<file path="src/ocd_map.svh">
// Register offsets, field positions, reset values and codes of the compare channel.
// Assumes inclusion by bare name from the package and the design.
`ifndef OCD_MAP_SVH
`define OCD_MAP_SVH
`define OCD_OFF_CTRL1 8'h00
`define OCD_OFF_CTRL2 8'h04
`define OCD_OFF_PRI 8'h08
`define OCD_OFF_SEC 8'h0C
`define OCD_OFF_TMR 8'h10
`define OCD_B_IDLE 13
`define OCD_B_TSEL_HI 12
`define OCD_B_TSEL_LO 10
`define OCD_B_FEN 7
`define OCD_B_FFLAG 4
`define OCD_B_TMODE 3
`define OCD_B_FMD 15
`define OCD_B_FOUT 14
`define OCD_B_FTRI 13
`define OCD_B_INV 12
`define OCD_B_TRIG 7
`define OCD_B_TSTAT 6
`define OCD_B_OTRIS 5
`define OCD_RST_CTRL1 16'h0000
`define OCD_RST_CTRL2 16'h000C
`define OCD_MASK_CTRL1 16'h3C8F
`define OCD_MASK_CTRL2 16'hF0BF
`define OCD_M_OFF 3'h0
`define OCD_M_SS_HI 3'h1
`define OCD_M_SS_LO 3'h2
`define OCD_M_TOG 3'h3
`define OCD_M_DSS 3'h4
`define OCD_M_DCP 3'h5
`define OCD_M_EPWM 3'h6
`define OCD_M_CPWM 3'h7
`define OCD_T_PER 3'h7
`define OCD_T_T1 3'h4
`define OCD_T_T3 3'h1
`define OCD_T_T2 3'h0
`define OCD_S_NONE 5'h00
`define OCD_S_IC1C 5'h05
`define OCD_S_T1 5'h0B
`define OCD_S_T2 5'h0C
`define OCD_S_T3 5'h0D
`define OCD_S_IC1I 5'h10
`define OCD_S_CMP1 5'h18
`define OCD_S_CMP2 5'h19
`define OCD_S_INT1 5'h1D
`define OCD_S_INT2 5'h1E
`define OCD_S_OWN 5'h1F
`define OCD_RESP_OKAY 2'h0
`define OCD_RESP_SLVERR 2'h2
`endif

</file>
<file path="src/ocd_pkg.sv">
// Types shared by the compare channel.
// Assumes ocd_map.svh is on the include path.
`include "ocd_map.svh"
package ocd_pkg;
    typedef logic [2:0] ocd_mode_t;
    typedef logic [15:0] ocd_reg_t;
endpackage : ocd_pkg

</file>
<file path="src/ocd_compare.sv">
// Output compare channel with dedicated timer and AXI4-Lite register slave.
// Assumes tick and event inputs come from logic on core_clk_in; fault and INT pins are async.
// Summary of operation
// Pin changes on timer matches with compare values; each primary match, and each secondary match in modes 100, 101 and 111, pulses an event.
// Idle-stop bit set halts the channel while the CPU idles.
// Clock select: 111 peripheral, 100 Timer1, 001 Timer3, 000 Timer2, others none.
// Fault input acts only while fault enable is set.
// Fault flag set by hardware on a fault, read and written by software.
// Trigger-clear mode clears trigger status on secondary match; else software only.
// Centre PWM: high on primary match, low on secondary match.
// Edge PWM: high when timer is zero, low on primary match.
// Continuous pulse: start low, toggle on primary then secondary, repeatedly.
// Double single-shot: start low, high on primary, low on secondary, once.
// Toggle mode: pin toggles on every primary match.
// Mode 010: start high, forced low on primary match.
// Mode 001: start low, forced high on primary match.
// Mode 000 disables the channel.
// Compare values double-buffered only in PWM modes, else direct.
// Fault lasts until source gone and new period; fault-mode bit also needs flag cleared.
// In fault, pin tri-stated if fault tri-state set, else driven at fault level.
// Invert bit inverts compare output before the pin.
// Trigger/sync select: 1 triggers the timer, 0 synchronises it.
// Trigger status set on trigger, timer runs; while clear, timer held at zero.
// Output tri-state bit floats the pin, else the channel drives it.
// Source defaults to Timer2; software must run Timer2 or choose another.
// Source 01100 Timer2, 00000 none, 11111 own secondary match; comparators trigger only.
// Sync mode: timer returns to zero on each source event, then counts.
//
// The placing of the registers and the AXI4-Lite slave port are this design's own decisions.
`include "ocd_map.svh"
module ocd_compare
    import ocd_pkg::*;
#(
    parameter int ADDR_W = 8,
    parameter int TIMER_W = 16
) (
    input wire logic core_clk_in, // 10 MHz clock
    input wire logic rst_in, // Async reset, active high
    input wire logic [ADDR_W-1:0] axi_awaddr_in, // Write address
    input wire logic axi_awvalid_in, // Write address valid
    output logic axi_awready_out, // Write address ready
    input wire logic [31:0] axi_wdata_in, // Write data
    input wire logic [3:0] axi_wstrb_in, // Write byte enables
    input wire logic axi_wvalid_in, // Write data valid
    output logic axi_wready_out, // Write data ready
    output logic [1:0] axi_bresp_out, // Write response
    output logic axi_bvalid_out, // Write response valid
    input wire logic axi_bready_in, // Write response ready
    input wire logic [ADDR_W-1:0] axi_araddr_in, // Read address
    input wire logic axi_arvalid_in, // Read address valid
    output logic axi_arready_out, // Read address ready
    output logic [31:0] axi_rdata_out, // Read data
    output logic [1:0] axi_rresp_out, // Read response
    output logic axi_rvalid_out, // Read data valid
    input wire logic axi_rready_in, // Read data ready
    input wire logic cpu_idle_in, // CPU in Idle mode
    input wire logic timer1_clock_in, // Timer1 count enable
    input wire logic timer2_clock_in, // Timer2 count enable
    input wire logic timer3_clock_in, // Timer3 count enable
    input wire logic timer1_event_in, // Timer1 period pulse
    input wire logic timer2_event_in, // Timer2 period pulse
    input wire logic timer3_event_in, // Timer3 period pulse
    input wire logic cmp1_event_in, // Comparator 1 pulse
    input wire logic cmp2_event_in, // Comparator 2 pulse
    input wire logic ic1_capture_in, // Input capture event pulse
    input wire logic ic1_irq_in, // Input capture interrupt pulse
    input wire logic int1_pin_in, // INT1 pin, async
    input wire logic int2_pin_in, // INT2 pin, async
    input wire logic fault_input_pin_in, // Fault A pin, active high, async
    output logic compare_output_pin_out, // Pin level
    output logic compare_output_pin_oe_n_out, // Pin enable, low drives
    output logic compare_event_out // One-cycle compare match pulse
);
    // Registers are 16 bits wide and the map needs five address bits
    if (TIMER_W != 16 || ADDR_W < 5) begin : g_bad_params
        $error("ocd_compare: TIMER_W must be 16 and ADDR_W at least 5");
    end

    function automatic ocd_reg_t ocd_merge(input ocd_reg_t old, input logic [31:0] wd,
                                           input logic [3:0] st);
        ocd_reg_t r;
        r = old;
        if (st[0]) r[7:0] = wd[7:0];
        if (st[1]) r[15:8] = wd[15:8];
        return r;
    endfunction : ocd_merge

    // =====================================================================
    // Registers and field decode
    logic [15:0] ctrl1, ctrl2, pri_buf, sec_buf, pri_act, sec_act, timer;
    logic fault_flag, trig_status, fault_active, cmp_out, done;
    ocd_mode_t mode_q;
    logic [2:0] sync_fault, sync_int1, sync_int2;

    wire idle_stop_bit = ctrl1[`OCD_B_IDLE];
    wire [2:0] timer_clock_select = ctrl1[`OCD_B_TSEL_HI:`OCD_B_TSEL_LO];
    wire fault_enable = ctrl1[`OCD_B_FEN];
    wire trigger_clear_mode = ctrl1[`OCD_B_TMODE];
    wire ocd_mode_t compare_mode = ctrl1[2:0];
    wire fault_mode_bit = ctrl2[`OCD_B_FMD];
    wire fault_level_bit = ctrl2[`OCD_B_FOUT];
    wire fault_tristate_bit = ctrl2[`OCD_B_FTRI];
    wire invert_bit = ctrl2[`OCD_B_INV];
    wire trigger_sync_select = ctrl2[`OCD_B_TRIG];
    wire output_tristate_bit = ctrl2[`OCD_B_OTRIS];
    wire [4:0] source_select_field = ctrl2[4:0];

    wire [15:0] c1_rd = ctrl1 | (16'(fault_flag) << `OCD_B_FFLAG);
    wire [15:0] c2_rd = ctrl2 | (16'(trig_status) << `OCD_B_TSTAT);

    // =====================================================================
    // AXI4-Lite slave: address and data taken together, one of each in flight
    logic bvalid, rvalid;
    logic [1:0] bresp, rresp;
    logic [31:0] rdata;
    wire wr_go = axi_awvalid_in & axi_wvalid_in & ~bvalid;
    wire rd_go = axi_arvalid_in & ~rvalid;
    wire wr_c1 = wr_go & (axi_awaddr_in == ADDR_W'(`OCD_OFF_CTRL1));
    wire wr_c2 = wr_go & (axi_awaddr_in == ADDR_W'(`OCD_OFF_CTRL2));
    wire wr_pri = wr_go & (axi_awaddr_in == ADDR_W'(`OCD_OFF_PRI));
    wire wr_sec = wr_go & (axi_awaddr_in == ADDR_W'(`OCD_OFF_SEC));
    wire wr_ok = wr_c1 | wr_c2 | wr_pri | wr_sec;
    wire [15:0] c1_w = ocd_merge(c1_rd, axi_wdata_in, axi_wstrb_in);
    wire [15:0] c2_w = ocd_merge(c2_rd, axi_wdata_in, axi_wstrb_in);
    wire [15:0] pri_w = ocd_merge(pri_buf, axi_wdata_in, axi_wstrb_in);
    wire [15:0] sec_w = ocd_merge(sec_buf, axi_wdata_in, axi_wstrb_in);
    wire [ADDR_W-1:0] ra = axi_araddr_in;
    wire rd_ok = (ra == ADDR_W'(`OCD_OFF_CTRL1)) | (ra == ADDR_W'(`OCD_OFF_CTRL2)) |
                 (ra == ADDR_W'(`OCD_OFF_PRI)) | (ra == ADDR_W'(`OCD_OFF_SEC)) |
                 (ra == ADDR_W'(`OCD_OFF_TMR));
    wire [15:0] rd_mux = (ra == ADDR_W'(`OCD_OFF_CTRL1)) ? c1_rd :
                         (ra == ADDR_W'(`OCD_OFF_CTRL2)) ? c2_rd :
                         (ra == ADDR_W'(`OCD_OFF_PRI)) ? pri_buf :
                         (ra == ADDR_W'(`OCD_OFF_SEC)) ? sec_buf :
                         (ra == ADDR_W'(`OCD_OFF_TMR)) ? timer : 16'h0000;

    assign axi_awready_out = wr_go;
    assign axi_wready_out = wr_go;
    assign axi_arready_out = rd_go;
    assign axi_bvalid_out = bvalid;
    assign axi_bresp_out = bresp;
    assign axi_rvalid_out = rvalid;
    assign axi_rresp_out = rresp;
    assign axi_rdata_out = rdata;

    always_ff @(posedge core_clk_in or posedge rst_in) begin
        if (rst_in) begin
            bvalid <= 1'b0;
            bresp <= `OCD_RESP_OKAY;
            rvalid <= 1'b0;
            rresp <= `OCD_RESP_OKAY;
            rdata <= 32'h0000_0000;
        end else begin
            if (wr_go) begin
                bvalid <= 1'b1;
                bresp <= wr_ok ? `OCD_RESP_OKAY : `OCD_RESP_SLVERR;
            end else if (axi_bready_in) begin
                bvalid <= 1'b0;
            end
            if (rd_go) begin
                rvalid <= 1'b1;
                rresp <= rd_ok ? `OCD_RESP_OKAY : `OCD_RESP_SLVERR;
                rdata <= {16'h0000, rd_mux};
            end else if (axi_rready_in) begin
                rvalid <= 1'b0;
            end
        end
    end

    // =====================================================================
    // Pin synchronisers; the third stage only feeds edge detection
    always_ff @(posedge core_clk_in or posedge rst_in) begin
        if (rst_in) begin
            sync_fault <= 3'h0;
            sync_int1 <= 3'h0;
            sync_int2 <= 3'h0;
        end else begin
            sync_fault <= {sync_fault[1:0], fault_input_pin_in};
            sync_int1 <= {sync_int1[1:0], int1_pin_in};
            sync_int2 <= {sync_int2[1:0], int2_pin_in};
        end
    end
    wire int1_edge = sync_int1[1] & ~sync_int1[2];
    wire int2_edge = sync_int2[1] & ~sync_int2[2];

    // =====================================================================
    // Timebase, source selection and matches
    wire enabled = compare_mode != `OCD_M_OFF;
    wire halt = idle_stop_bit & cpu_idle_in;
    wire run = enabled & ~halt;
    wire pwm = (compare_mode == `OCD_M_EPWM) | (compare_mode == `OCD_M_CPWM);
    wire clk_sel = (timer_clock_select == `OCD_T_PER) |
                   ((timer_clock_select == `OCD_T_T1) & timer1_clock_in) |
                   ((timer_clock_select == `OCD_T_T3) & timer3_clock_in) |
                   ((timer_clock_select == `OCD_T_T2) & timer2_clock_in);
    wire trig_hold = trigger_sync_select & ~trig_status;
    wire tick = run & clk_sel & ~trig_hold;
    wire match_pri = tick & (timer == pri_act);
    wire match_sec = tick & (timer == sec_act);
    wire match_zero = tick & (timer == 16'h0000);
    // Own secondary match may only synchronise; comparators may only trigger
    wire src_evt = ((source_select_field == `OCD_S_T1) & timer1_event_in) |
                   ((source_select_field == `OCD_S_T2) & timer2_event_in) |
                   ((source_select_field == `OCD_S_T3) & timer3_event_in) |
                   ((source_select_field == `OCD_S_IC1C) & ic1_capture_in) |
                   ((source_select_field == `OCD_S_IC1I) & ic1_irq_in) |
                   ((source_select_field == `OCD_S_INT1) & int1_edge) |
                   ((source_select_field == `OCD_S_INT2) & int2_edge) |
                   (trigger_sync_select & (source_select_field == `OCD_S_CMP1) & cmp1_event_in) |
                   (trigger_sync_select & (source_select_field == `OCD_S_CMP2) & cmp2_event_in) |
                   (~trigger_sync_select & (source_select_field == `OCD_S_OWN) & match_sec);
    wire sync_hit = run & ~trigger_sync_select & src_evt;
    wire trig_set = run & trigger_sync_select & src_evt;
    wire trig_clr = trigger_clear_mode & match_sec;
    wire [15:0] next_timer = ~enabled ? 16'h0000 :
                             halt ? timer :
                             (trig_hold | sync_hit) ? 16'h0000 :
                             tick ? timer + 16'h0001 : timer;
    wire new_period = run & (sync_hit | (tick & (timer == 16'hFFFF)));
    wire fault_hit = fault_enable & sync_fault[1];
    wire fault_end = new_period & ~fault_hit & (~fault_mode_bit | ~fault_flag);

    // =====================================================================
    // Compare output sequencing
    logic next_cmp_out, next_done;
    always_comb begin
        next_cmp_out = cmp_out;
        next_done = done;
        if (compare_mode != mode_q) begin
            next_cmp_out = (compare_mode == `OCD_M_SS_LO);
            next_done = 1'b0;
        end else if (run) begin
            unique case (compare_mode)
                `OCD_M_OFF: next_cmp_out = 1'b0;
                `OCD_M_SS_HI: if (match_pri) next_cmp_out = 1'b1;
                `OCD_M_SS_LO: if (match_pri) next_cmp_out = 1'b0;
                `OCD_M_TOG: if (match_pri) next_cmp_out = ~cmp_out;
                `OCD_M_DSS: begin
                    if (match_pri & ~done) next_cmp_out = 1'b1;
                    if (match_sec & cmp_out & ~done) begin
                        next_cmp_out = 1'b0;
                        next_done = 1'b1;
                    end
                end
                `OCD_M_DCP: begin
                    if (match_pri) next_cmp_out = 1'b1;
                    if (match_sec & cmp_out) next_cmp_out = 1'b0;
                end
                `OCD_M_EPWM: begin
                    if (match_zero) next_cmp_out = 1'b1;
                    if (match_pri) next_cmp_out = 1'b0;
                end
                `OCD_M_CPWM: begin
                    if (match_pri) next_cmp_out = 1'b1;
                    if (match_sec) next_cmp_out = 1'b0;
                end
            endcase
        end
    end
    wire uses_sec = (compare_mode == `OCD_M_DSS) | (compare_mode == `OCD_M_DCP) |
                    (compare_mode == `OCD_M_CPWM);
    wire next_event = run & (match_pri | (uses_sec & match_sec));
    // Fault level bypasses inversion: the safe state is absolute
    wire next_pin = fault_active ? fault_level_bit : (cmp_out ^ invert_bit);
    wire next_oe_n = output_tristate_bit | (fault_active & fault_tristate_bit);

    always_ff @(posedge core_clk_in or posedge rst_in) begin
        if (rst_in) begin
            ctrl1 <= `OCD_RST_CTRL1;
            ctrl2 <= `OCD_RST_CTRL2;
            pri_buf <= 16'h0000;
            sec_buf <= 16'h0000;
            pri_act <= 16'h0000;
            sec_act <= 16'h0000;
            timer <= 16'h0000;
            fault_flag <= 1'b0;
            trig_status <= 1'b0;
            fault_active <= 1'b0;
            cmp_out <= 1'b0;
            done <= 1'b0;
            mode_q <= `OCD_M_OFF;
            compare_output_pin_out <= 1'b0;
            compare_output_pin_oe_n_out <= 1'b1;
            compare_event_out <= 1'b0;
        end else begin
            if (wr_c1) ctrl1 <= c1_w & `OCD_MASK_CTRL1;
            if (wr_c2) ctrl2 <= c2_w & `OCD_MASK_CTRL2;
            if (wr_pri) pri_buf <= pri_w;
            if (wr_sec) sec_buf <= sec_w;
            if (~pwm | new_period | ~enabled) begin
                pri_act <= pri_buf;
                sec_act <= sec_buf;
            end
            timer <= next_timer;
            fault_flag <= fault_hit | (wr_c1 ? c1_w[`OCD_B_FFLAG] : fault_flag);
            trig_status <= trig_set | (wr_c2 ? c2_w[`OCD_B_TSTAT] :
                                       (trig_clr ? 1'b0 : trig_status));
            fault_active <= fault_hit | (fault_active & ~fault_end);
            cmp_out <= next_cmp_out;
            done <= next_done;
            mode_q <= compare_mode;
            compare_output_pin_out <= next_pin;
            compare_output_pin_oe_n_out <= next_oe_n;
            compare_event_out <= next_event;
        end
    end
endmodule : ocd_compare

</file>
<file path="config.mk">
export PLATFORM = sky130hd
export DESIGN_NAME = ocd_compare
export DESIGN_NICKNAME = d
export VERILOG_FILES = /design/src/ocd_pkg.sv /design/src/ocd_compare.sv
export VERILOG_INCLUDE_DIRS = /design/src
export SDC_FILE = /design/constraint.sdc
export NUM_CORES = 1
export LEC_CHECK = 0
export BUFFER_PORTS_ARGS = -buffer_cell sky130_fd_sc_hd__buf_2
export CORE_MARGIN = 5
export CORE_UTILIZATION = 61
export DETAILED_ROUTE_END_ITERATION = 8
export PLACE_DENSITY_LB_ADDON = 0.2
export RECOVER_POWER = 100
export SETUP_SLACK_MARGIN = 0.3
export SLEW_MARGIN = 20
export SYNTH_ARGS = -nofsm -noshare
export SYNTH_HDL_FRONTEND = slang
export SYNTH_SLANG_ARGS = --single-unit
</file>
<file path="constraint.sdc">
create_clock -name core_clk_in -period 13.3 [get_ports core_clk_in]
set_input_delay 2.66 -clock core_clk_in [delete_from_list [all_inputs] [get_ports core_clk_in]]
set_output_delay 2.66 -clock core_clk_in [all_outputs]
set_load 0.02 [all_outputs]
</file>
Yosys cells after proc, flatten, opt, wreduce, memory -nomap -nowiden
Cells that the tools add are included.

Bits in registers: 141. Logic and storage cells: 222. Input port bits: 73. Output and inout bits: 44.

Multiplexer cells: 39. Reductions and logical operators: 18. Equal/unequal tests: 37. Add/subtract/negate cells: 1. Bitwise gates (word level): 101.

Operators with widths (count): two-way mux 16 bit (9); bitwise AND 1 bit (50); equality test 16 bit (2); equality test 8 x 4 -> 1 bit, second input constant (4); OR 1 bit (32); equality test 5 bit, second input constant (6); two-way mux 8 bit (3); two-way mux 1 bit (23); equality test 3 bit, second input constant (6); adder 16 x 1 -> 16 bit, second input constant (1); equality test 16 bit, second input constant (1); equality test 8 x 3 -> 1 bit, second input constant (2); zero test 16 bit (1); zero test 8 bit (2); inverter 1 bit (16); OR 16 x 7 -> 16 bit (1); equality test 5 x 4 -> 1 bit, second input constant (3); OR 14 x 5 -> 14 bit (1); AND reduction 2 bit (5); nonzero test 2 bit (5); equality test 8 x 5 -> 1 bit, second input constant (1); case mux 1 bit (8 select lines) (1); equality test 3 x 1 -> 1 bit, second input constant (2); equality test 3 x 2 -> 1 bit, second input constant (2); other kinds (14) (17).

Longest topological paths before layout
Gate-level depths: netlist of run 1.

Depth in word-level cells: 19. Gate-level depth with buffers: 10. Depth with buffers taken out: 9.

Least setup slack after synthesis of run 1
Ideal clock, no wire load.

Path type: input to output. Start point: in axi_awvalid_in. End point: out axi_wready_out. Data required time: 10.640 ns. Setup slack: 7.325 ns. Data arrival time: 3.315 ns. Buffers on the path: 1. Stages on the path: 3. Path through: nand2_1 > nor2_1 > buf_4.

Cells in the longest elaborated chain, start to end: 2.

RTL lines: from (decl) (line ocd_compare.sv:40) `input wire logic axi_awvalid_in,`; bitwise AND 1 bit (2 in a row) (line ocd_compare.sv:116) `wire wr_go = axi_awvalid_in & axi_wvalid_in & ~bvalid;`; to (decl) (line ocd_compare.sv:45) `output logic axi_wready_out,`.

Every way passes these cells.

==> results of run 1 <==
logic make-up (layout without fill, tap and decap cells):
kind of cell	Yosys count	in the layout	synth area share [%]
simple gates	169	169	12.1
flops	139	139	48.8
compound gates	122	122	10.6
mux	101	101	17.6
buf+inv	73	133	5.96
xor+xnor	37	37	4.54
fa+ha+maj	2	2	0.351
other cells	1	18	0.0525
cells in the final DEF, fill, tap and decap left out, types with 3 or more instances in the layout:
master	count
xor2_1	32
nand2b_1	7
inv_1	16
clkbuf_1	33
bufinv_16	3
a31oi_1	8
conb_1	18
mux2i_1	13
nand2_1	53
o21ai_0	42
o31ai_1	9
xnor2_1	5
and3_1	7
dfrtp_1	136
or3_1	3
mux2_2	56
mux2_1	29
nor3_1	12
a21o_1	7
nor2_1	35
nor3b_1	3
a22oi_1	3
dfstp_2	3
buf_2	53
clkbuf_16	17
nand3b_1	4
nor4_1	15
nand3_1	12
nand4_1	5
a21oi_1	28
a211oi_1	7
clkinv_4	3
sequential cells by signal, summed over array words and instances, names as in the netlist, 2 cells and up:
register / count
ctrl1: 9
pri_act: 16
sec_buf: 16
ctrl2: 11
axi_rdata_out: 16
timer: 16
mode_q: 3
sec_act: 16
sync_int1: 3
sync_int2: 3
sync_fault: 2
pri_buf: 16
final cells by class:
cell class / instances / area [sq um]
Clock buffer: 22 / 464
Clock inverter: 10 / 143
Fill cell: 875 / 3580
Inverter: 17 / 65.1
Multi-Input combinational cell: 449 / 3170
Sequential cell: 139 / 3480
Tap cell: 143 / 179
Timing Repair Buffer: 84 / 385
power by group through the flow:
stage               registers, mW  clock network [mW]  logic, mW
finish                      0.442               0.484     0.0626
CTS                         0.441               0.489     0.0647
global route                0.442               0.510     0.0696
detailed placement          0.449                   0     0.0645
global placement            0.448                   0     0.0624
floorplan                   0.444                   0     0.0485
critical path: stages:
cell	delay, ns
buf_2	0.10
clkinvlp_2	1.65
clkbuf_1	2.76
per-layer routing:
layer / up-vias / part of all wire [%]
met5: - / 0
met4: 0 / 2.0
met3: 30 / 6.8
met2: 208 / 48
met1: 2667 / 43
li1: 2378 / -
stage by stage:
| stage | hold WS, ns | util, % | power, mW |
|---|---|---|---|
| final | 0.354 | 68.8 | 0.988 |
| after global routing | 0.364 | 68.8 | 1.02 |
| after CTS | 0.356 | 70.3 | 0.995 |
| after detailed placement | 0.343 | 65.0 | 0.513 |
| after global placement | 0.332 | 65.0 | 0.511 |
| after floorplan | 0.331 | - | 0.493 |
final timing paths:
path                                         to  slack (ns)            from
worst max register to register      pri_act[14]        9.13        timer[0]
min in group asynchronous          sync_int1[0]        3.08          rst_in
max in group core_clk_in        axi_arready_out        6.75  axi_arvalid_in
worst min-delay path               sync_int2[1]        0.35    sync_int2[0]
worst max-delay path                sec_buf[10]        5.68          rst_in
worst min register to register     sync_int2[1]        0.35    sync_int2[0]
==> key figures, run 1 <==
Outcome
  • Status: complete, but fails checks
  • Failing checks: max-capacitance violations, max-slew violations

Pwr
  • Switching pwr: 0.229 mW
  • Static Leak: 3.96 nW
  • Combinational power share: 6.3%
  • VDD IR max: 0.000117 V
  • Sequential fraction of design power: 44.7%
  • Internal Power: 0.759 mW
  • Sw frac: 23.2%
  • Pwr dens: 125 mW/mm^2
  • Clk network pwr share: 49.0%

Global route
  • Total grt overflow: 0
  • Initial antenna violation count: 0
  • First-pass GRT wire length: 28.4 mm
  • Met1 Use GR: 34.5%
  • Global Route Usage Sum: 25.5%
  • Largest net degree at the start of global routing: 72
  • Met2 Usage GRT: 40.4%
  • Grt peak-use layer: met2
  • M3 GR Usage: 6.49%
  • Vias in the first global route: 5,469

Placement
  • Post-placement cell count: 832
  • RePlAce Congestion: 0.878
  • Post-DP HPWL: 12.4 mm
  • Port buffer count: 80
  • Area after DPL: 0.00745 sq mm
  • Post-placement worst setup slack: 6.74 ns

Clocking
  • Post-CTS Hold Buffers: 0
  • CTS tree: done
  • Post-CTS setup buffer count: 0
  • H-tree levels: 4
  • Worst skew pair latency: 0.42 ns
  • CTS clk-pin slew, worst paths: 0.06 ns
  • Root Driver: clkbuf_16
  • Post-CTS sizing: 0
  • Clk sinks: 139
  • CTS Buf Count: 17
  • CTS Buffer Depth: 2

Cells and area
  • Final nets: 783
  • Share of cells above drive strength 1: 21.2%
  • N_diodes: 0
  • Layout Cells excl Fill: 864
  • Final Cell Area: 0.00789 sq mm
  • P&R area growth vs syn: 10.5%

Drt
  • Drt first-iter violations: 435
  • Routed Antenna Nets: 0
  • First-pass DRT Iterations: 5
  • Vias/cell: 6.11
  • Via count: 5,283
  • Wirelength, routed: 17.4 mm
  • Wire per inst: 20.1 microns
  • DRC viols: 0

Setup path
  • Crit start category: input port
  • Critical path data required time: 12.96 ns
  • Crit. End Element: async pin
  • R2R depth: 9
  • Critical Path Fanout Max: 71
  • Critical Path AT: 7.28 ns
  • Critical path class: input port to async pin

Yosys
  • Warnings, synthesis: 0
  • Post-synth cell types: 62
  • Sequential area share after synthesis: 48.8%
  • Most frequent cell after synthesis: dfrtp_1
  • Syn_area_per_cell: 11.1 sq um
  • Top_reg_cell synth: dfrtp_1
  • Synth Register Bits: 139
  • Number of enable flip-flop cells after synthesis: 0
  • Most common library cells after synthesis: dfrtp_1 (136), mux2_2 (56), nand2_1 (53)
  • Synth Cell Area: 0.00714 sq mm
  • Synth top area share: 47.7%
  • Async SR Flop Fraction: 100%
  • Mapped Cells: 644
  • Synth area leader: dfrtp_1
  • Ranking of synthesized cells by area: dfrtp_1 (48%), mux2_2 (8.8%), mux2_4 (6.3%)

Die
  • Die Wd: 118 microns
  • Core area: 0.0115 sq mm
  • Die H: 118 microns
  • Initial Utilization: 62.2%
  • Placement row count: 39
  • Die area: 0.0140 sq mm
  • I/O pin count: 117

Timing
  • Max Slew Vio Count: 204
  • Final worst path period share: 57.3%
  • Setup Total Neg Slack: 0 ns
  • F_max: 0.131 GHz
  • Worst clock skew: 0.00867 ns
  • Hold Fails Final Rpt: 0
  • Final setup fails: 0
  • Final worst slack: 5.68 ns
  • Tmin final: 7.62 ns
  • Worst-margin pin slew: 3.78 ns
  • RSZ-0062 raised after global routing: false
  • Relative slew slack: -152%

Run
  • # Max-Cap Violations: 4

Worst hold path
  • Hold Path Cell Cnt: 0
  • HP Class: register to register
Note: power is estimated with default switching activity, not from simulation.
==> run 2, diff against run 1 <==
--- a/config.mk
+++ b/config.mk
@@ -6,9 +6,10 @@
 export SDC_FILE = /design/constraint.sdc
 export NUM_CORES = 1
 export LEC_CHECK = 0
+export ABC_AREA = 1
 export BUFFER_PORTS_ARGS = -buffer_cell sky130_fd_sc_hd__buf_2
 export CORE_MARGIN = 5
-export CORE_UTILIZATION = 61
+export CORE_UTILIZATION = 52
 export DETAILED_ROUTE_END_ITERATION = 8
 export PLACE_DENSITY_LB_ADDON = 0.2
 export RECOVER_POWER = 100
==> constraint.sdc (replaced) <==
create_clock -name core_clk_in -period 6.82 [get_ports core_clk_in]
set_input_delay 1.364 -clock core_clk_in [delete_from_list [all_inputs] [get_ports core_clk_in]]
set_output_delay 1.364 -clock core_clk_in [all_outputs]
set_load 0.02 [all_outputs]
==> key figures, run 2 <==
Outcome
  • Status: complete, but fails checks
  • Failing checks: max-capacitance violations, max-slew violations

Setup path
  • Critical R2R Launch: ctrl1[0]
  • Critical Path AT: 5.06 ns
  • Reg2reg end: timer[5]
  • Crit. End Element: register
  • R2r setup slk: 2.38 ns
  • Critical path data required time: 7.12 ns
  • Critical path class: input port to register
  • Crit start category: input port
  • R2R depth: 15
  • Critical Path Fanout Max: 18

Timing
  • Relative slew slack: -105%
  • Max Slew Vio Count: 142
  • Worst-margin pin slew: 3.07 ns
  • RSZ-0062 raised after global routing: false
  • F_max: 0.210 GHz
  • Tmin final: 4.76 ns
  • Setup Total Neg Slack: 0 ns
  • Hold Fails Final Rpt: 0
  • Hold WS: 0.349 ns
  • Final setup fails: 0
  • Worst clock skew: 0.00616 ns
  • Final worst path period share: 69.8%

Die
  • Die H: 129 microns
  • Die area: 0.0166 sq mm
  • Placement row count: 43
  • Die Wd: 129 microns
  • I/O pin count: 117
  • Initial Utilization: 52.9%
  • Core area: 0.0139 sq mm

Drt
  • Wirelength, routed: 18.7 mm
  • First-pass DRT Iterations: 5
  • Via count: 6,123
  • Met2 wire len: 8.50 mm
  • Wire per inst: 16.2 microns
  • Vias/cell: 5.31
  • Drt first-iter violations: 565
  • DRC viols: 0
  • Routed Antenna Nets: 0
  • DRT met1 WL: 8.60 mm
  • Top Metal Used: met4
  • Metal3 WL: 1.27 mm

Pwr
  • Static Leak: 4.04 nW
  • VDD IR max: 0.000169 V
  • Sw frac: 26.4%
  • Internal Power: 1.74 mW
  • Pwr dens: 288 mW/mm^2
  • Sequential fraction of design power: 41.7%
  • Combinational power share: 13.3%
  • Switching pwr: 0.625 mW
  • Clk network pwr share: 45.0%

Cells and area
  • Most frequent cells in the layout: nand2_1 (260), dfrtp_1 (136), o21ai_0 (97)
  • Area taken by multi-input logic gates: 0.00309 sq mm
  • Share of cells above drive strength 1: 11.4%
  • N_diodes: 0
  • Commonest non-fill, non-tap cell in the layout: nand2_1
  • Final nets: 1,035
  • Final Core Density: 59.2%
  • Layout Cells excl Fill: 1,153
  • Fill cell count: 1,275
  • Seq. cell area: 0.00348 sq mm
  • P&R area growth vs syn: 11.9%

Global route
  • Global Route Usage Sum: 23.8%
  • First-pass GRT wire length: 30.8 mm
  • Initial antenna violation count: 0
  • Largest net degree at the start of global routing: 71
  • Total grt overflow: 0
  • Vias in the first global route: 5,912

Clocking
  • Post-CTS setup buffer count: 0
  • Root Driver: clkbuf_16
  • Worst skew pair latency: 0.42 ns
  • CTS clk-pin slew, worst paths: 0.06 ns
  • Post-CTS sizing: 0
  • H-tree levels: 4
  • CTS Buf Count: 17
  • Clk sinks: 139
  • CTS tree: done
  • Post-CTS Hold Buffers: 0
  • CTS Buffer Depth: 2

Yosys
  • Synth top area share: 46.3%
  • Synth area leader: dfrtp_1
  • Warnings, synthesis: 0
  • Syn_area_per_cell: 8.17 sq um
  • Synth Register Bits: 139
  • Number of enable flip-flop cells after synthesis: 0
  • Most common library cells after synthesis: nand2_1 (242), dfrtp_1 (136), o21ai_0 (94)
  • Async SR Flop Fraction: 100%
  • Most frequent cell after synthesis: nand2_1
  • Mapped Cells: 899
  • Post-synth cell types: 46
  • Sequential area share after synthesis: 47.4%
  • Synth Cell Area: 0.00734 sq mm
  • Ranking of synthesized cells by area: dfrtp_1 (46%), nand2_1 (12%), o21ai_0 (6.4%)
  • Top_reg_cell synth: dfrtp_1

Placement
  • Post-DP HPWL: 13.3 mm
  • Port buffer count: 80
  • Post-placement cell count: 1,121
  • RePlAce Congestion: 0.872

Worst hold path
  • HP Class: register to register
  • Hold path endpoint: sync_int2[1]
  • Hold Path Cell Cnt: 0
  • Hold wc startpoint: sync_int2[0]

Run
  • # Max-Cap Violations: 2
## run 2: changes by cell type after synthesis, sizes merged, moves of 16 or more
cell / change
nand2: +214
mux2: -84
inv: +73
o21ai: +56
nor2: +27
nand3: +16
## run 2: logic make-up (layout without fill, tap and decap cells)
kind of cell | after synthesis | in the layout | share of synthesized area, %
AND/OR/NAND/NOR | 409 | 409 | 24.4
buffers and inverters | 151 | 208 | 10.1
AO/OA/AOI/OAI | 149 | 149 | 11.9
flip-flops | 139 | 139 | 47.4
XOR/XNOR | 45 | 45 | 5.37
multiplexers | 3 | 3 | 0.443
adder cells (fa/ha/maj) | 2 | 2 | 0.341
other | 1 | 18 | 0.0511
## run 2: area by class of cell
cell class                 instances  area share (%)
clock buffer                      22            5.77
clock inverter                    10            2.56
tap                              180            2.74
sequential                       139            42.4
multi-input combinational        626            37.6
inverter                          93            4.28
timing repair buffer              83            4.70
## run 2: through the flow
stage          power (mW)  area [sq um]  worst slack (ns)
2_1_floorplan        1.24          7410              1.74
5_1_grt              2.47          8220              1.48
4_1_cts              2.39          8360              2.56
3_3_place_gp         1.31          7670              2.61
6_report             2.37          8220              2.06
3_5_place_dp         1.32          7670              2.58
## run 2: worst max-delay path by stage
stage | start | end
floorplan | rst_in | axi_bresp_out[1]
global placement | axi_arvalid_in | axi_arready_out
detailed placement | axi_arvalid_in | axi_arready_out
CTS | axi_arvalid_in | axi_arready_out
global route | rst_in | sec_buf[2]
finish | timer3_clock_in | timer[5]
## run 2: power by group through the flow
stage               sequential (mW)  combinational [mW]  clock (mW)
finish                        0.987               0.314        1.07
global route                  0.995               0.364        1.11
CTS                           0.984               0.327        1.07
detailed placement            0.995               0.324           0
global placement              0.994               0.315           0
floorplan                     0.967               0.269           0
## run 2: routing by layer
metal / global-route usage [%] / up-vias
met3: 5.69 / 32
met4: 7.41 / 0
met1: 34.0 / 2878
met2: 36.1 / 217
met5: 0 / -
li1: - / 2996
## run 2: critical path: stages
cell and delay, ns:
buf_2 0.08, inv_1 0.03, nand2_1 0.04, nand3_1 0.07
nand2_1 0.24, nand2_2 0.08, nor2_1 0.39, nand2_1 0.30
inv_1 0.22, nand2_2 0.06, nand2_1 0.08, nand2_1 0.14
nand2_1 0.47, nand2_2 0.07, nand2_1 0.50, clkinvlp_2 0.68
nand2_1 0.18, nand2_1 0.07
==> run 3, diff against run 2 <==
==> constraint.sdc (replaced) <==
create_clock -name core_clk_in -period 3.9 [get_ports core_clk_in]
set_input_delay 0.78 -clock core_clk_in [delete_from_list [all_inputs] [get_ports core_clk_in]]
set_output_delay 0.78 -clock core_clk_in [all_outputs]
set_load 0.02 [all_outputs]
==> key figures, run 3 (synthesis gave the netlist of run 2 again) <==
Outcome
  • Status: complete, but fails checks
  • Failing checks: max-capacitance violations, max-slew violations

Run
  • # Max-Cap Violations: 1

Clocking
  • CTS Buffer Depth: 2
  • Post-CTS sizing: 0
  • H-tree levels: 4
  • Post-CTS setup buffer count: 0
  • CTS Buf Count: 17
  • Root Driver: clkbuf_16
  • Clk sinks: 139
  • Worst skew pair latency: 0.42 ns
  • CTS tree: done
  • CTS clk-pin slew, worst paths: 0.06 ns
  • Post-CTS Hold Buffers: 0

Timing
  • Tmin final: 3.03 ns
  • Worst clock skew: 0.0100 ns
  • Final worst path period share: 77.7%
  • Hold Fails Final Rpt: 0
  • Worst-margin pin slew: 1.87 ns
  • Relative slew slack: -24.8%
  • Hold WS: 0.354 ns
  • Max Slew Vio Count: 140
  • Setup Total Neg Slack: 0 ns
  • Final setup fails: 0
  • F_max: 0.330 GHz
  • RSZ-0062 raised after global routing: false

Pwr
  • Sequential fraction of design power: 43.3%
  • Sw frac: 29.0%
  • Static Leak: 4.01 nW
  • Switching pwr: 1.15 mW
  • Combinational power share: 14.0%
  • Internal Power: 2.82 mW
  • Clk network pwr share: 42.7%
  • Pwr dens: 484 mW/mm^2
  • VDD IR max: 0.000405 V

Worst hold path
  • HP Class: register to register

Setup path
  • Crit. End Element: register
  • Critical Path Fanout Max: 18
  • Critical Path AT: 3.34 ns
  • Critical path data required time: 4.21 ns
  • Crit start category: register
  • Critical path class: register to register

Placement
  • Post-placement cell count: 1,123
  • RePlAce Congestion: 0.887
  • Post-DP HPWL: 13.1 mm
  • Port buffer count: 80

Cells and area
  • Commonest non-fill, non-tap cell in the layout: nand2_1
  • Most frequent cells in the layout: nand2_1 (256), dfrtp_1 (136), o21ai_0 (97)
  • P&R area growth vs syn: 11.7%
  • Layout Cells excl Fill: 1,155
  • Final nets: 1,037
  • Share of cells above drive strength 1: 12.0%
  • N_diodes: 0
  • Fill cell count: 1,302

Die
  • Initial Utilization: 52.9%
  • I/O pin count: 117
  • Die H: 129 microns
  • Die area: 0.0166 sq mm
  • Core area: 0.0139 sq mm
  • Placement row count: 43
  • Die Wd: 129 microns

Drt
  • Vias/cell: 5.30
  • Via count: 6,117
  • Drt first-iter violations: 560
  • DRC viols: 0
  • First-pass DRT Iterations: 5
  • Wire per inst: 15.9 microns
  • Wirelength, routed: 18.3 mm
  • Routed Antenna Nets: 0

Global route
  • First-pass GRT wire length: 30.7 mm
  • Largest net degree at the start of global routing: 140
  • Vias in the first global route: 5,974
  • Total grt overflow: 0
  • Global Route Usage Sum: 23.6%
  • Initial antenna violation count: 0
## run 3: final cells by class
cell class                 count  area, sq um  area share (%)
timing repair buffer          85          417            5.08
multi-input combinational    626         3110            37.9
clock buffer                  18          429            5.23
inverter                      93          355            4.33
sequential                   139         3480            42.4
clock inverter                14          188            2.29
tap                          180          225            2.74
## run 3: worst paths after layout
kind	from	to	slack, ns	cells past startpoint
max in group asynchronous	rst_in	mode_q[0]	1.69	3
hold reg to reg	sync_int2[0]	sync_int2[1]	0.35	0
setup reg to reg	ctrl1[0]	timer[1]	0.87	16
hold / removal	sync_int2[0]	sync_int2[1]	0.35	0
setup / recovery	ctrl1[0]	timer[1]	0.87	16
min in group asynchronous	rst_in	axi_rdata_out[12]	1.03	3
## run 3: metal layers
layer / routed length, microns / vias to the layer above / share of wire [%] / GRT usage, %
li1: - / 2997 / - / -
met1: 8480 / 2863 / 46 / 33.9
met2: 8130 / 230 / 44 / 35.3
met3: 1390 / 27 / 7.6 / 6.39
met4: 335 / 0 / 1.8 / 6.73
met5: 0 / - / 0 / 0
## run 3: power by group through the flow
| stage | clock network [mW] | registers (mW) | logic [mW] |
|---|---|---|---|
| 4_1_cts | 1.71 | 1.72 | 0.575 |
| 6_report | 1.70 | 1.72 | 0.555 |
| 2_1_floorplan | 0 | 1.69 | 0.471 |
| 3_5_place_dp | 0 | 1.74 | 0.568 |
| 5_1_grt | 1.78 | 1.74 | 0.649 |
| 3_3_place_gp | 0 | 1.74 | 0.557 |
## run 3: through the flow
step / utilization [%] / area [sq um] / setup slack, ns / total power [mW]
global placement: 55.6 / 7710 / 0.987 / 2.30
floorplan: - / 7410 / 1.39 / 2.16
finish: 59.1 / 8210 / 0.869 / 3.97
global route: 59.1 / 8210 / 0.606 / 4.17
detailed placement: 55.6 / 7710 / 0.967 / 2.31
CTS: 60.0 / 8330 / 1.27 / 4.01
## run 3: critical path, stage by stage (launching register included)
cell     delay, ns
dfrtp_1       0.54
nor3_1        0.12
buf_4         0.22
a21oi_1       0.31
nand2_2       0.07
nor2_1        0.38
nand2_4       0.14
inv_1         0.12
nand2_2       0.05
nand2_1       0.13
nand2_4       0.09
nand2_4       0.17
nand2_1       0.12
nand2_4       0.20
inv_4         0.12
nand2_1       0.08
nand2_1       0.06
